--- src/tcf_pkg.sv ---
// constants for the panel timing controller format configuration block
package tcf_pkg;

  // configuration memory byte addresses
  localparam logic [4:0] TCF_ADDR_MARKER     = 5'h00;
  localparam logic [4:0] TCF_ADDR_FMT_FIRST  = 5'h01;
  localparam logic [4:0] TCF_ADDR_FMT_SECOND = 5'h02;
  localparam logic [4:0] TCF_ADDR_DRIVE      = 5'h03;
  localparam logic [4:0] TCF_ADDR_SUM_LAST   = 5'h1E;
  localparam logic [4:0] TCF_ADDR_CHECKSUM   = 5'h1F;
  localparam int         TCF_MEM_BYTES       = 32;

  // presence pattern held in byte zero
  localparam logic [7:0] TCF_MARKER_VALUE    = 8'hAA;

  // first format word fields
  localparam int TCF_F1_RES_LSB   = 0;
  localparam int TCF_F1_DUAL      = 3;
  localparam int TCF_F1_ZERO      = 4;
  localparam int TCF_F1_VID_INV   = 5;
  localparam int TCF_F1_POL_2LINE = 6;
  localparam int TCF_F1_MOUNT     = 7;

  // second format word fields
  localparam int TCF_F2_OE_POL    = 0;
  localparam int TCF_F2_INIT_LSB  = 1;
  localparam int TCF_F2_VB_INT    = 3;
  localparam int TCF_F2_IN8       = 4;
  localparam int TCF_F2_OUT8      = 5;
  localparam int TCF_F2_DITHER    = 6;
  localparam int TCF_F2_CLK_OPEN  = 7;

  // drive-level word fields
  localparam int TCF_DL_CLKDRV_LSB = 0;
  localparam int TCF_DL_PLL_LOW    = 3;
  localparam int TCF_DL_DPRE_LSB   = 4;
  localparam int TCF_DL_CPRE_LSB   = 6;

  // resolution codes
  localparam logic [2:0] TCF_RES_XGA      = 3'h0;
  localparam logic [2:0] TCF_RES_SXGA     = 3'h1;
  localparam logic [2:0] TCF_RES_SXGA_P   = 3'h2;
  localparam logic [2:0] TCF_RES_UXGA     = 3'h3;
  localparam logic [2:0] TCF_RES_UXGA_FPT = 3'h4;
  localparam logic [2:0] TCF_RES_QXGA     = 3'h6;

  // clock drive code limit (111 is reserved)
  localparam logic [2:0] TCF_CLKDRV_MAX   = 3'h6;

  // pll minimum frequency in tenths of the reference
  localparam logic [5:0] TCF_PLL_MIN_X10_HI = 6'h28; // 4.0x
  localparam logic [5:0] TCF_PLL_MIN_X10_LO = 6'h1C; // 2.8x

  // pre-emphasis step in percent
  localparam logic [6:0] TCF_PREEMPH_STEP = 7'h14; // 20 percent

  // built-in default sets: first format word
  localparam logic [7:0] TCF_F1_DEF0 = 8'hAE;
  localparam logic [7:0] TCF_F1_DEF1 = 8'h8A;
  localparam logic [7:0] TCF_F1_DEF2 = 8'h8B;
  localparam logic [7:0] TCF_F1_DEF3 = 8'h40;
  // second format word
  localparam logic [7:0] TCF_F2_DEF0 = 8'h01;
  localparam logic [7:0] TCF_F2_DEF1 = 8'h01;
  localparam logic [7:0] TCF_F2_DEF2 = 8'h01;
  localparam logic [7:0] TCF_F2_DEF3 = 8'h03;
  // drive-level word
  localparam logic [7:0] TCF_DL_DEF0 = 8'h00;
  localparam logic [7:0] TCF_DL_DEF1 = 8'h00;
  localparam logic [7:0] TCF_DL_DEF2 = 8'h00;
  localparam logic [7:0] TCF_DL_DEF3 = 8'h00;

  // gate output-enable level held before the memory has been read
  localparam logic TCF_OE_POL_RESET = 1'b0;

endpackage

--- src/tcf_pixel_fmt.sv ---
// per-colour pixel width conversion, dithering, truncation and inversion
`timescale 1ns/1ns
module tcf_pixel_fmt
  import tcf_pkg::*;
#(
  parameter int COLOURS = 3
) (
  input  wire logic                   sys_clk_i,
  input  wire logic                   rst_n_i,
  input  wire logic                   in_8bit_i,
  input  wire logic                   out_8bit_i,
  input  wire logic                   dither_en_i,
  input  wire logic                   video_invert_i,
  input  wire logic                   pix_valid_i,
  input  wire logic [COLOURS*8-1:0]   pix_data_i,
  output logic                        pix_valid_o,
  output logic      [COLOURS*8-1:0]   pix_data_o
);

  logic [1:0] dither_phase; // rotating dither offset

  // dither phase advances once per accepted pixel
  always_ff @(posedge sys_clk_i or negedge rst_n_i) begin
    if (!rst_n_i) begin
      dither_phase <= 2'h0;
    end else if (pix_valid_i) begin
      dither_phase <= dither_phase + 2'h1;
    end
  end

  // output valid follows input by one cycle
  always_ff @(posedge sys_clk_i or negedge rst_n_i) begin
    if (!rst_n_i) begin
      pix_valid_o <= 1'b0;
    end else begin
      pix_valid_o <= pix_valid_i;
    end
  end

  genvar c;
  generate
    for (c = 0; c < COLOURS; c++) begin : g_colour
      logic [7:0] in_v;
      logic [8:0] dith_sum;
      logic [7:0] next_v;

      assign in_v     = pix_data_i[c*8 +: 8];
      assign dith_sum = {1'b0, in_v} + {7'h00, dither_phase};

      // width conversion, then inversion inside the active width
      always_comb begin
        next_v = in_v;
        if (in_8bit_i && !out_8bit_i) begin
          if (dither_en_i) begin
            next_v = dith_sum[8] ? 8'h3F : {2'h0, dith_sum[7:2]};
          end else begin
            next_v = {2'h0, in_v[7:2]};
          end
        end else if (!in_8bit_i && out_8bit_i) begin
          next_v = {in_v[5:0], in_v[5:4]};
        end else if (!in_8bit_i) begin
          next_v = {2'h0, in_v[5:0]};
        end
        if (video_invert_i) begin
          next_v = out_8bit_i ? ~next_v : {2'h0, ~next_v[5:0]};
        end
      end

      // registered pixel output
      always_ff @(posedge sys_clk_i or negedge rst_n_i) begin
        if (!rst_n_i) begin
          pix_data_o[c*8 +: 8] <= 8'h00;
        end else if (pix_valid_i) begin
          pix_data_o[c*8 +: 8] <= next_v;
        end
      end
    end
  endgenerate

endmodule // tcf_pixel_fmt

--- src/tcf_format_config.sv ---
`timescale 1ns/1ns
module tcf_format_config
  import tcf_pkg::*;
#(
  parameter int COLOURS = 3
) (
  input  wire logic                 sys_clk_i,
  input  wire logic                 rst_n_i,
  // product variant strap choosing the built-in set
  input  wire logic [1:0]           default_set_sel_i,
  // bytes delivered by the memory read sequencer
  input  wire logic                 mem_byte_valid_i,
  input  wire logic [4:0]           mem_byte_addr_i,
  input  wire logic [7:0]           mem_byte_data_i,
  input  wire logic                 mem_read_done_i,
  // clock forwarding
  input  wire logic                 pixel_clock_input_i,
  output logic                      forwarded_clock_output_o,
  // pixel path
  input  wire logic                 pix_valid_i,
  input  wire logic [COLOURS*8-1:0] pix_data_i,
  output logic                      pix_valid_o,
  output logic [COLOURS*8-1:0]      pix_data_o,
  // configuration status
  output logic                      config_done_o,
  output logic                      config_from_mem_o,
  output logic                      marker_error_o,
  output logic                      checksum_error_o,
  output logic [7:0]                format_control_first_o,
  output logic [7:0]                format_control_second_o,
  output logic [7:0]                output_drive_levels_o,
  // decoded first word
  output logic [2:0]                resolution_o,
  output logic                      resolution_valid_o,
  output logic                      dual_port_o,
  output logic                      video_invert_o,
  output logic                      inversion_pattern_select_o,
  output logic                      controller_mount_side_o,
  output logic                      reserved_bit_error_o,
  // decoded second word
  output logic                      gate_oe_level_o,
  output logic [1:0]                gate_init_frames_o,
  output logic                      vblank_internal_o,
  output logic                      input_8bit_o,
  output logic                      output_8bit_o,
  output logic                      dither_en_o,
  output logic                      clock_passthru_o,
  // decoded drive-level word
  output logic [3:0]                clock_drive_half_x_o,
  output logic                      clock_drive_valid_o,
  output logic [5:0]                pll_min_x10_o,
  output logic [6:0]                data_preemph_pct_o,
  output logic [6:0]                clock_preemph_pct_o
);

  typedef enum logic [1:0] {
    TCF_ST_WAIT,
    TCF_ST_LOAD,
    TCF_ST_DONE
  } tcf_state_t;

  tcf_state_t  state;
  logic [1:0]  strap_s2;
  logic [1:0]  strap_s3;
  logic [1:0]  default_sel;
  logic [7:0]  marker_byte;
  logic [7:0]  load_first;
  logic [7:0]  load_second;
  logic [7:0]  load_drive;
  logic [7:0]  stored_sum;
  logic [7:0]  running_sum;
  logic [TCF_MEM_BYTES-1:0] seen;
  logic        use_loaded;
  logic [7:0]  def_first;
  logic [7:0]  def_second;
  logic [7:0]  def_drive;
  logic [7:0]  act_first;
  logic [7:0]  act_second;
  logic [7:0]  act_drive;
  logic        marker_ok;
  logic        sum_ok;
  logic [7:0]  f1_q;
  logic [7:0]  f2_q;
  logic [7:0]  dl_q;

  // three-stage strap synchroniser; first stage feeds only the second
  logic [1:0] strap_s1;
  always_ff @(posedge sys_clk_i or negedge rst_n_i) begin
    if (!rst_n_i) begin
      strap_s1 <= 2'h0;
      strap_s2 <= 2'h0;
      strap_s3 <= 2'h0;
    end else begin
      strap_s1 <= default_set_sel_i;
      strap_s2 <= strap_s1;
      strap_s3 <= strap_s2;
    end
  end

  // strap counts once stages two and three agree
  always_ff @(posedge sys_clk_i or negedge rst_n_i) begin
    if (!rst_n_i) begin
      default_sel <= 2'h0;
    end else begin
      if (strap_s2 == strap_s3) begin
        default_sel <= strap_s3;
      end
    end
  end

  // load sequencing: wait for the first byte, collect, then settle
  always_ff @(posedge sys_clk_i or negedge rst_n_i) begin
    if (!rst_n_i) begin
      state <= TCF_ST_WAIT;
    end else begin
      unique case (state)
        TCF_ST_WAIT: begin
          if (mem_read_done_i) begin
            state <= TCF_ST_DONE;
          end else if (mem_byte_valid_i) begin
            state <= TCF_ST_LOAD;
          end
        end
        TCF_ST_LOAD: begin
          if (mem_read_done_i) begin
            state <= TCF_ST_DONE;
          end
        end
        TCF_ST_DONE: begin
          state <= TCF_ST_DONE;
        end
      endcase
    end
  end

  // capture of marker, the three words and the stored checksum
  always_ff @(posedge sys_clk_i or negedge rst_n_i) begin
    if (!rst_n_i) begin
      marker_byte <= 8'h00;
      load_first  <= 8'h00;
      load_second <= 8'h00;
      load_drive  <= 8'h00;
      stored_sum  <= 8'h00;
    end else if (mem_byte_valid_i && state != TCF_ST_DONE) begin
      unique case (mem_byte_addr_i)
        TCF_ADDR_MARKER:     marker_byte <= mem_byte_data_i;
        TCF_ADDR_FMT_FIRST:  load_first  <= mem_byte_data_i;
        TCF_ADDR_FMT_SECOND: load_second <= mem_byte_data_i;
        TCF_ADDR_DRIVE:      load_drive  <= mem_byte_data_i;
        TCF_ADDR_CHECKSUM:   stored_sum  <= mem_byte_data_i;
        default: ;
      endcase
    end
  end

  // modulo-256 sum over 00h..1Eh and a record of bytes seen
  always_ff @(posedge sys_clk_i or negedge rst_n_i) begin
    if (!rst_n_i) begin
      running_sum <= 8'h00;
      seen        <= '0;
    end else if (mem_byte_valid_i && state != TCF_ST_DONE) begin
      seen[mem_byte_addr_i] <= 1'b1;
      if (mem_byte_addr_i <= TCF_ADDR_SUM_LAST) begin
        running_sum <= running_sum + mem_byte_data_i;
      end
    end
  end

  assign marker_ok = (marker_byte == TCF_MARKER_VALUE);
  assign sum_ok    = (running_sum == stored_sum) && (&seen);

  // decision at end of read; a failed check leaves the defaults active
  always_ff @(posedge sys_clk_i or negedge rst_n_i) begin
    if (!rst_n_i) begin
      use_loaded       <= 1'b0;
      config_done_o    <= 1'b0;
      marker_error_o   <= 1'b0;
      checksum_error_o <= 1'b0;
    end else if (mem_read_done_i && state != TCF_ST_DONE) begin
      config_done_o    <= 1'b1;
      marker_error_o   <= !marker_ok;
      checksum_error_o <= marker_ok && !sum_ok;
      use_loaded       <= marker_ok && sum_ok;
    end
  end

  assign config_from_mem_o = use_loaded;

  // built-in default sets chosen by the product variant
  always_comb begin
    unique case (default_sel)
      2'h0: begin
        def_first  = TCF_F1_DEF0;                         // default_set_zero
        def_second = TCF_F2_DEF0;
        def_drive  = TCF_DL_DEF0;
      end
      2'h1: begin
        def_first  = TCF_F1_DEF1;
        def_second = TCF_F2_DEF1;
        def_drive  = TCF_DL_DEF1;
      end
      2'h2: begin
        def_first  = TCF_F1_DEF2;
        def_second = TCF_F2_DEF2;
        def_drive  = TCF_DL_DEF2;
      end
      2'h3: begin
        def_first  = TCF_F1_DEF3;                         // default_set_three
        def_second = TCF_F2_DEF3;
        def_drive  = TCF_DL_DEF3;
      end
    endcase
  end

  // active words: loaded set only after a valid load
  assign act_first  = use_loaded ? load_first  : def_first;
  assign act_second = use_loaded ? load_second : def_second;
  assign act_drive  = use_loaded ? load_drive  : def_drive;

  // registered copies of the active words
  always_ff @(posedge sys_clk_i or negedge rst_n_i) begin
    if (!rst_n_i) begin
      f1_q <= 8'h00;
      f2_q <= 8'h00;
      dl_q <= 8'h00;
    end else begin
      f1_q <= act_first;
      f2_q <= act_second;
      dl_q <= act_drive;
    end
  end

  assign format_control_first_o  = f1_q;
  assign format_control_second_o = f2_q;
  assign output_drive_levels_o   = dl_q;

  // first word decode
  always_ff @(posedge sys_clk_i or negedge rst_n_i) begin
    if (!rst_n_i) begin
      resolution_o               <= TCF_RES_XGA;
      resolution_valid_o         <= 1'b0;
      dual_port_o                <= 1'b0;
      video_invert_o             <= 1'b0;
      inversion_pattern_select_o <= 1'b0;
      controller_mount_side_o    <= 1'b0;
      reserved_bit_error_o       <= 1'b0;
    end else begin
      resolution_o <= act_first[TCF_F1_RES_LSB +: 3];
      unique case (act_first[TCF_F1_RES_LSB +: 3])
        TCF_RES_XGA, TCF_RES_SXGA, TCF_RES_SXGA_P,
        TCF_RES_UXGA, TCF_RES_UXGA_FPT, TCF_RES_QXGA:
          resolution_valid_o <= 1'b1;
        default:
          resolution_valid_o <= 1'b0;
      endcase
      dual_port_o                <= act_first[TCF_F1_DUAL];
      video_invert_o             <= act_first[TCF_F1_VID_INV];
      inversion_pattern_select_o <= act_first[TCF_F1_POL_2LINE];
      controller_mount_side_o    <= act_first[TCF_F1_MOUNT];
      // flags a programmed image that broke the must-be-zero bit
      reserved_bit_error_o <= use_loaded && act_first[TCF_F1_ZERO];
    end
  end

  // second word decode; oe level waits for the end of the read
  always_ff @(posedge sys_clk_i or negedge rst_n_i) begin
    if (!rst_n_i) begin
      gate_oe_level_o    <= TCF_OE_POL_RESET;
      gate_init_frames_o <= 2'h0;
      vblank_internal_o  <= 1'b0;
      input_8bit_o       <= 1'b0;
      output_8bit_o      <= 1'b0;
      dither_en_o        <= 1'b0;
      clock_passthru_o   <= 1'b0;
    end else begin
      if (config_done_o) begin
        gate_oe_level_o <= act_second[TCF_F2_OE_POL];
      end
      gate_init_frames_o <= act_second[TCF_F2_INIT_LSB +: 2];
      vblank_internal_o  <= act_second[TCF_F2_VB_INT];
      input_8bit_o       <= act_second[TCF_F2_IN8];
      output_8bit_o      <= act_second[TCF_F2_OUT8];
      dither_en_o        <= act_second[TCF_F2_DITHER];
      clock_passthru_o   <= !act_second[TCF_F2_CLK_OPEN];
    end
  end

  // clock forwarded only while pass-through is selected
  assign forwarded_clock_output_o =
    pixel_clock_input_i & clock_passthru_o;

  // drive-level word decode
  always_ff @(posedge sys_clk_i or negedge rst_n_i) begin
    if (!rst_n_i) begin
      clock_drive_half_x_o <= 4'h2;
      clock_drive_valid_o  <= 1'b0;
      pll_min_x10_o        <= TCF_PLL_MIN_X10_HI;
      data_preemph_pct_o   <= 7'h00;
      clock_preemph_pct_o  <= 7'h00;
    end else begin
      // 1x is two half steps, each code adds one half step
      clock_drive_half_x_o <=
        {1'b0, act_drive[TCF_DL_CLKDRV_LSB +: 3]} + 4'h2;
      clock_drive_valid_o <=
        act_drive[TCF_DL_CLKDRV_LSB +: 3] <= TCF_CLKDRV_MAX;
      pll_min_x10_o <= act_drive[TCF_DL_PLL_LOW] ?
        TCF_PLL_MIN_X10_LO : TCF_PLL_MIN_X10_HI;
      data_preemph_pct_o <= 7'(act_drive[TCF_DL_DPRE_LSB +: 2]
        * TCF_PREEMPH_STEP);
      clock_preemph_pct_o <= 7'(act_drive[TCF_DL_CPRE_LSB +: 2]
        * TCF_PREEMPH_STEP);
    end
  end

  // pixel formatting under the decoded width, dither and inversion
  tcf_pixel_fmt #(
    .COLOURS (COLOURS)
  ) u_pixel_fmt (
    .sys_clk_i      (sys_clk_i),
    .rst_n_i        (rst_n_i),
    .in_8bit_i      (input_8bit_o),
    .out_8bit_i     (output_8bit_o),
    .dither_en_i    (dither_en_o),
    .video_invert_i (video_invert_o),
    .pix_valid_i    (pix_valid_i),
    .pix_data_i     (pix_data_i),
    .pix_valid_o    (pix_valid_o),
    .pix_data_o     (pix_data_o)
  );

endmodule // tcf_format_config

--- config.mk ---
export PLATFORM = sky130hd
export DESIGN_NAME = tcf_format_config
export DESIGN_NICKNAME = d
export VERILOG_FILES = /design/src/tcf_pkg.sv /design/src/tcf_pixel_fmt.sv /design/src/tcf_format_config.sv
export SDC_FILE = /design/constraint.sdc
export NUM_CORES = 1
export LEC_CHECK = 0
export ABC_AREA = 0
export BUFFER_PORTS_ARGS = -buffer_cell sky130_fd_sc_hd__buf_4
export CORE_AREA = 2 2 160 162
export DETAILED_ROUTE_END_ITERATION = 8
export DIE_AREA = 0 0 162 164
export GPL_TIMING_DRIVEN = 0
export HOLD_SLACK_MARGIN = 0.1
export SYNTH_ARGS = -nofsm -noshare
export SYNTH_HDL_FRONTEND = slang
export SYNTH_SLANG_ARGS = --single-unit
--- constraint.sdc ---
create_clock -name sys_clk_i -period 2.2 [get_ports sys_clk_i]
set_input_delay 0.22 -clock sys_clk_i [delete_from_list [all_inputs] [get_ports sys_clk_i]]
set_output_delay 0.22 -clock sys_clk_i [all_outputs]
set_load 0.1 [all_outputs]
Word level (Yosys, flattened, before mapping)
Index checks and enable logic that the tools add are counted.
{"block": "totals", "ff_bits": 183, "output_inout_bits": 96}
{"block": "classes", "multipliers": 2, "muxes": 35, "bitwise_logic": 8, "eq_ne": 20, "n_reduce_logical": 29, "addsub": 6, "magnitude_cmp": 4}
{"cell": "$mux W8", "count": 22}
{"cell": "$or A32 B32 Y32", "count": 1}
{"cell": "$pmux W8 S4", "count": 1}
{"cell": "$reduce_and A32 Y1", "count": 1}
{"cell": "$add A8 B2 Y9", "count": 3}
{"cell": "$mux W6", "count": 4}
{"cell": "$not A8 Y8", "count": 3}
{"cell": "$not A6 Y6", "count": 3}
{"cell": "$pmux W8 S2", "count": 1}
{"cell": "$reduce_and A2 Y1", "count": 7}
{"cell": "$eq A5 B2 Y1 const B", "count": 2}
{"cell": "$mul A2 B3 Y5 const B", "count": 2}
{"cell": "$logic_and A1 B1 Y1", "count": 9}
{"cell": "$add A8 B8 Y8", "count": 1}
{"cell": "$eq A8 B8 Y1", "count": 1}
{"cell": "$eq A8 B8 Y1 const B", "count": 1}
{"cell": "$eq A2 B2 Y1 const B", "count": 3}
{"cell": "$eq A3 B2 Y1 const B", "count": 2}
{"cell": "$eq A3 B3 Y1 const B", "count": 2}
{"cell": "$lt A5 B6 Y1 const B", "count": 1}
{"cell": "$mux W2", "count": 3}
{"cell": "$pmux W2 S3", "count": 1}
{"cell": "$reduce_or A6 Y1", "count": 1}
{"cell": "$demux W1 S5", "count": 1}
{"cell": "other kinds (20)", "count": 28}

Logic depth before layout (Yosys ltp)
{"block": "depth", "word_depth": 7, "depth_mapped": 8, "mapped_depth_nobuf": 8}

Cells and area by module
A second synthesis with hierarchy kept.
{"block": "hier_totals", "cells_unflattened": 691, "area_unflattened_um2": 7748.7}
{"module": "tcf_format_config", "seq_area_each_um2": 3155.5, "cells_each": 406, "n_inst": 1, "area_per_inst_um2": 5271.3}
{"module": "tcf_pixel_fmt", "seq_area_each_um2": 675.6, "cells_each": 285, "n_inst": 1, "area_per_inst_um2": 2477.4}

Least setup slack after synthesis
No wires, ideal clock.
{"block": "synth_path", "path_type": "flip-flop to flip-flop", "start": "register format_control_second_o[5] (netlist name)", "end": "register u_pixel_fmt.pix_data_o[0]", "path_stages_with_launch": 8, "path_slack_ns": -0.179, "synth_period_minus_slack_ns": 2.379, "path_buffers": 2, "t_arrival_ns": 2.253, "setup_time_ns": 0.125, "required_ns": 2.075, "path_cell_list": "dfrtp_1 > clkbuf_1 > buf_1 > mux2i_1 > nor2_1 > a41oi_1 > xnor2_1 > mux2_2"}
{"element": "to (signal, indexed assignment)", "line": "tcf_pixel_fmt.sv:74", "rtl": "pix_data_o[c*8 +: 8] <= next_v;"}
{"element": "to (decl)", "line": "tcf_pixel_fmt.sv:17", "rtl": "output logic [COLOURS*8-1:0] pix_data_o"}

Worst setup path in the final report
{"block": "layout_path", "start": "register u_pixel_fmt.dither_phase[1]", "end": "register u_pixel_fmt.pix_data_o[17]"}
{"block": "layout_via", "elab_chain_len": 7, "elab_cells_between_ends": 8, "cone_classes": "1 x add/sub; 5 x mux; 2 x bitwise"}
{"element": "from (decl)", "line": "tcf_pixel_fmt.sv:20", "rtl": "logic [1:0] dither_phase;"}
{"element": "from (signal assigned)", "line": "tcf_pixel_fmt.sv:27", "rtl": "dither_phase <= dither_phase + 2'h1;"}
{"element": "$add A8 B2 Y9 *", "line": "tcf_pixel_fmt.sv:48", "rtl": "assign dith_sum = {1'b0, in_v} + {7'h00, dither_phase};"}
{"element": "$mux W6 *", "line": "tcf_pixel_fmt.sv:55", "rtl": "next_v = dith_sum[8] ? 8'h3F : {2'h0, dith_sum[7:2]};"}
{"element": "$mux W8 *", "line": "tcf_pixel_fmt.sv:54", "rtl": "if (dither_en_i) begin"}
{"element": "$mux W8 *", "line": "tcf_pixel_fmt.sv:53", "rtl": "if (in_8bit_i && !out_8bit_i) begin"}
{"element": "$not A6 Y6 or $not A8 Y8 (tied branches)", "line": "tcf_pixel_fmt.sv:65", "rtl": "next_v = out_8bit_i ? ~next_v : {2'h0, ~next_v[5:0]};"}
{"element": "$mux W8", "line": "tcf_pixel_fmt.sv:65"}
{"element": "$mux W8 *", "line": "tcf_pixel_fmt.sv:64", "rtl": "if (video_invert_i) begin"}
Mark *: on every way between the ends. The rest lies on a longest branch, timed or not.
A chain may end at the register's enable or synchronous reset.

==> flow_summary.html <==
<table>
<tr><th>Metric</th><th>Value</th></tr>
<tr><th colspan="2">Layout</th></tr>
<tr><td>Number of inserted filler cells in the final layout</td><td>2463</td></tr>
<tr><td>Finished layout cell area</td><td>0.009794 mm2</td></tr>
<tr><td>Final #Nets</td><td>924</td></tr>
<tr><td>Number of antenna cells inserted</td><td>0</td></tr>
<tr><td>Utilization of the core after routing</td><td>39.46%</td></tr>
<tr><td>Area growth, synth to finish</td><td>29.75%</td></tr>
<tr><td>Share of final-layout standard cells stronger than drive strength 1</td><td>31.28%</td></tr>
<tr><th colspan="2">Synthesis</th></tr>
<tr><td>EDFF count, synth</td><td>0</td></tr>
<tr><td>Synth unique cells</td><td>65</td></tr>
<tr><td>Yosys warnings</td><td>0</td></tr>
<tr><td>Xor/xnor cell area share of the yosys netlist</td><td>2.669%</td></tr>
<tr><td>Share of synthesized area occupied by flip-flops and latches</td><td>50.75%</td></tr>
<tr><td>Adder-cell share of the synthesized area</td><td>2.586%</td></tr>
<tr><td>FFs w/ async S/R, synth</td><td>100.0%</td></tr>
<tr><td>Avg Synthesized Cell Area</td><td>10.80 um2</td></tr>
<tr><td>Largest family of logic cells by synthesized area</td><td>compound AO/OA/AOI/OAI gates</td></tr>
<tr><td>Number of storage elements in the synthesis netlist</td><td>153</td></tr>
<tr><td>Area fraction in and, or, nand and nor cells after synthesis</td><td>13.51%</td></tr>
<tr><td>Primary FF master, synth</td><td>dfrtp_1</td></tr>
<tr><td>Total standard cell area after synthesis</td><td>0.007548 mm2</td></tr>
<tr><td>Post-synthesis mux area share</td><td>7.956%</td></tr>
<tr><td>Cell count after synthesis</td><td>699</td></tr>
<tr><td>Area fraction in compound gates after synthesis</td><td>16.08%</td></tr>
<tr><th colspan="2">Timing</th></tr>
<tr><td>Number of pins exceeding their max-slew limit in the final report</td><td>0</td></tr>
<tr><td>Worst hold slack</td><td>0.1575 ns</td></tr>
<tr><td>Fin Clk Skew</td><td>0.01225 ns</td></tr>
<tr><td>Unrepaired setup endpoints after global routing</td><td>true</td></tr>
<tr><td>Transition at the pin with the smallest max-transition slack</td><td>0.7261 ns</td></tr>
<tr><td>Final Critical Period</td><td>2.114 ns</td></tr>
<tr><td>Peak clock frequency supported by timing</td><td>473.0 MHz</td></tr>
<tr><td>Fin. Hold Viols</td><td>0</td></tr>
<tr><td>Fraction of the cycle the final worst path needs</td><td>96.10%</td></tr>
<tr><td>Setup violation total in the final timing report</td><td>0</td></tr>
<tr><td>Worst slew margin relative to its limit</td><td>51.42%</td></tr>
<tr><th colspan="2">Clocking</th></tr>
<tr><td>Clock tree root buffer cell</td><td>clkbuf_16</td></tr>
<tr><td>Clock slew at reported path FFs</td><td>0.07 ns</td></tr>
<tr><td>Number of H-tree levels</td><td>4</td></tr>
<tr><td>Inserted Clock Buffers</td><td>17</td></tr>
<tr><td>Largest buffer count on any clock path</td><td>2</td></tr>
<tr><td>Sink count of the clock tree</td><td>153</td></tr>
<tr><td>CTS tree</td><td>done</td></tr>
<tr><td>Clock Latency Late Sink</td><td>0.42 ns</td></tr>
<tr><th colspan="2">Floorplanning</th></tr>
<tr><td>Die area</td><td>0.02657 mm2</td></tr>
<tr><td>Die Y-Extent</td><td>164 um</td></tr>
<tr><td>Initial standard-cell utilization of the core</td><td>30.41%</td></tr>
<tr><td>Boundary pin count</td><td>141</td></tr>
<tr><td>Rows</td><td>58</td></tr>
<tr><td>Die Wd</td><td>162 um</td></tr>
<tr><td>Core Region</td><td>0.02482 mm2</td></tr>
<tr><th colspan="2">Detailed routing</th></tr>
<tr><td>Antenna-violating nets left</td><td>0</td></tr>
<tr><td>Violation count after the first detailed-routing iteration</td><td>513</td></tr>
<tr><td>Vias after detailed routing</td><td>5936</td></tr>
<tr><td>Length of the first detailed-routing pass in iterations</td><td>5</td></tr>
<tr><td>Total Routed Length</td><td>19760 um</td></tr>
<tr><td>Residual DRC count</td><td>0</td></tr>
<tr><td>Mean number of vias per cell</td><td>4.922</td></tr>
<tr><td>Average wire per cell in the routed design</td><td>16.38 um</td></tr>
<tr><th colspan="2">Status</th></tr>
<tr><td>Run status</td><td>finished clean</td></tr>
<tr><th colspan="2">Power</th></tr>
<tr><td>Worst supply voltage drop on vdd</td><td>546.4 uV</td></tr>
<tr><td>Static Leakage</td><td>4.693 nW</td></tr>
<tr><td>Power per cell area</td><td>1028 mW/mm2</td></tr>
<tr><th colspan="2">Setup path</th></tr>
<tr><td>Worst setup SP type</td><td>register</td></tr>
<tr><td>Capturing element type of the critical path</td><td>register</td></tr>
<tr><td>WS Path Type</td><td>reg -&gt; reg</td></tr>
<tr><td>Max Fanout on Critical Path</td><td>8</td></tr>
<tr><td>Worst path arrival time</td><td>2.45 ns</td></tr>
<tr><td>Endpoint required time on the critical path</td><td>2.54 ns</td></tr>
<tr><th colspan="2">GRT</th></tr>
<tr><td>Via count of the first global-routing pass</td><td>5690</td></tr>
<tr><td>Number of antenna violations at the first check in global routing</td><td>0</td></tr>
<tr><td>Largest net degree at the start of global routing</td><td>84</td></tr>
<tr><td>GRT Total Usage</td><td>15.15%</td></tr>
<tr><td>Remaining global-route overflow</td><td>0</td></tr>
<tr><td>First-pass GRT wire length</td><td>31230 um</td></tr>
<tr><th colspan="2">Place</th></tr>
<tr><td>Buffers on Ports</td><td>125</td></tr>
<tr><td>RD Place Congestion</td><td>0.8652</td></tr>
<tr><td>Sum of net half-perimeters after detailed placement</td><td>14360 um</td></tr>
<tr><td>Cell area reported after detailed placement</td><td>0.008961 mm2</td></tr>
<tr><th colspan="2">Worst hold path</th></tr>
<tr><td>Class of the tightest hold or removal check</td><td>in -&gt; reg</td></tr>
<tr><th colspan="2">Flow run</th></tr>
<tr><td>Maxcap violations</td><td>0</td></tr>
</table>
[report_power, final]
| part | switching (mW) | internal (mW) |
|---|---|---|
| sequential | 0.443 | 3.48 |
| clock | 1.21 | 1.94 |
| combinational | 1.94 | 1.05 |
| total | 3.59 | 6.48 |
[cell usage in the layout, fill, tap and decap left out, types with 5 or more instances in the layout]
master / Yosys / layout
dlygate4sd3_1: 0 / 12
a31oi_1: 7 / 6
nand4_1: 18 / 18
conb_1: 2 / 9
a211oi_1: 10 / 10
nor3b_1: 6 / 5
nor2b_1: 8 / 8
o311a_1: 5 / 5
nand3b_1: 6 / 6
a21o_1: 18 / 18
mux2_2: 40 / 40
clkbuf_2: 2 / 6
a21oi_1: 24 / 24
clkbuf_16: 0 / 17
a31o_2: 5 / 5
dfrtp_1: 151 / 147
clkbuf_1: 22 / 18
buf_2: 6 / 6
and2_1: 22 / 22
a221o_1: 5 / 5
ha_1: 14 / 13
o21a_1: 5 / 5
buf_4: 35 / 161
nand2b_1: 17 / 17
xor2_1: 18 / 18
inv_1: 22 / 22
nor2_1: 24 / 22
nor4_1: 5 / 5
xnor2_1: 5 / 5
nand2_1: 47 / 46
mux2i_1: 15 / 15
o21bai_1: 15 / 15
nand3_1: 11 / 11
o21ai_0: 34 / 33
nor3_1: 8 / 7
o2bb2ai_1: 6 / 6
or3_1: 6 / 6
[cells in the mapped netlist, drive strengths merged (5+ instances only)]
cell type  instances  share of area, %
a211oi            10              0.99
a21o              18               1.8
a21oi             24               1.6
a221o              5              0.66
a31o               6              0.81
a31oi              7              0.58
and2              23               1.9
and3               5              0.43
buf               43               4.0
clkbuf            24               1.2
dfrtp            151                50
ha                14               2.3
inv               23               1.1
mux2              40               6.0
mux2i             15               2.0
nand2             47               2.3
nand2b            17               1.4
nand3             11              0.73
nand3b             6              0.60
nand4             19               1.7
nor2              24               1.2
nor2b              8              0.66
nor3               8              0.53
nor3b              6              0.60
nor4               5              0.41
o21a               5              0.50
o21ai             35               2.3
o21bai            15               1.5
o2bb2ai            6              0.70
o311a              5              0.66
o311ai             5              0.58
or3                6              0.50
xnor2              5              0.58
xor2              18               2.1
[layout make-up]
cell class              instances  area [um2]  share of cell area, %
plain buffers                  66       397.9                  4.062
flip-flops and latches        153        3836                  39.17
clock inverters                12       188.9                  1.929
well taps                     330       412.9                  4.216
inverters                      23       86.33                 0.8815
multi-input cells             463        3324                  33.94
clock buffers                  19       442.9                  4.522
repair buffers                140        1105                  11.28
[layer usage]
layer / vias to the layer above / GRT usage (%) / share of wire (%)
met4: 0 / 5.068 / 2.3
met5: - / 0 / 0
met1: 2933 / 20.40 / 45
li1: 2807 / - / -
met2: 163 / 24.04 / 47
met3: 33 / 3.636 / 5.8
[worst max-delay path, stage by stage, from the launching register on]
cell	delay, ns
dfrtp_2	0.43
ha_1	0.29
a31o_4	0.25
and4_1	0.19
o311a_1	0.35
or3_1	0.35
a31oi_1	0.17
[flip-flops by register name (all words and copies together), names as in the netlist, 4 cells and up]
signal                   count
load_drive                   8
format_control_second_o      7
seen                        32
u_pixel_fmt.pix_data_o      24
load_first                   8
marker_byte                  8
stored_sum                   8
format_control_first_o       4
load_second                  8
clock_drive_half_x_o         4
running_sum                  8
output_drive_levels_o        6
[final timing paths]
check / cells past startpoint / end / startpoint / slack [ns]
max in group asynchronous: 3 / format_control_second_o[6] / rst_n_i / 0.95
worst max-delay path: 6 / u_pixel_fmt.pix_data_o[17] / u_pixel_fmt.dither_phase[1] / 0.09
worst min-delay path: 2 / stored_sum[2] / mem_byte_data_i[2] / 0.16
min in group asynchronous: 2 / seen[22] / rst_n_i / 0.37
worst max register to register: 6 / u_pixel_fmt.pix_data_o[17] / u_pixel_fmt.dither_phase[1] / 0.09
worst min register to register: 0 / strap_s2[0] / strap_s1[0] / 0.35
[per-stage QoR]
| stage | TNS [ns] | instances | power (mW) | setup WS [ns] |
|---|---|---|---|---|
| detailed placement | -2.366 | 1162 | 6.926 | -0.2094 |
| global route | -0.01160 | 1206 | 10.62 | -0.008824 |
| finish | 0 | 1206 | 10.07 | 0.08590 |
| global placement | -1.863 | 1161 | 6.852 | -0.1769 |
| floorplan | 0 | 706 | 6.132 | 0.08660 |
| CTS | 0 | 1205 | 10.13 | 0.005957 |
[cell families (layout without fill, tap and decap cells)]
group           count (synthesis)  in the layout
flops                         153            153
simple gates                  190            190
compound gates                171            171
buf+inv                        90            260
fa+ha+maj                      15             15
xor+xnor                       23             23
other cells                     2              9
mux                            55             55
[what timing repair did]
item                                    CTS  global route
endpoints found under the setup margin   21            48
hold endpoints to repair                 96             0
setup buffers                             0             2
hold buffers                             12             0
pin swaps                                 0             2
gates resized for setup                   4            23
Note: power is estimated with default switching activity, not from simulation.
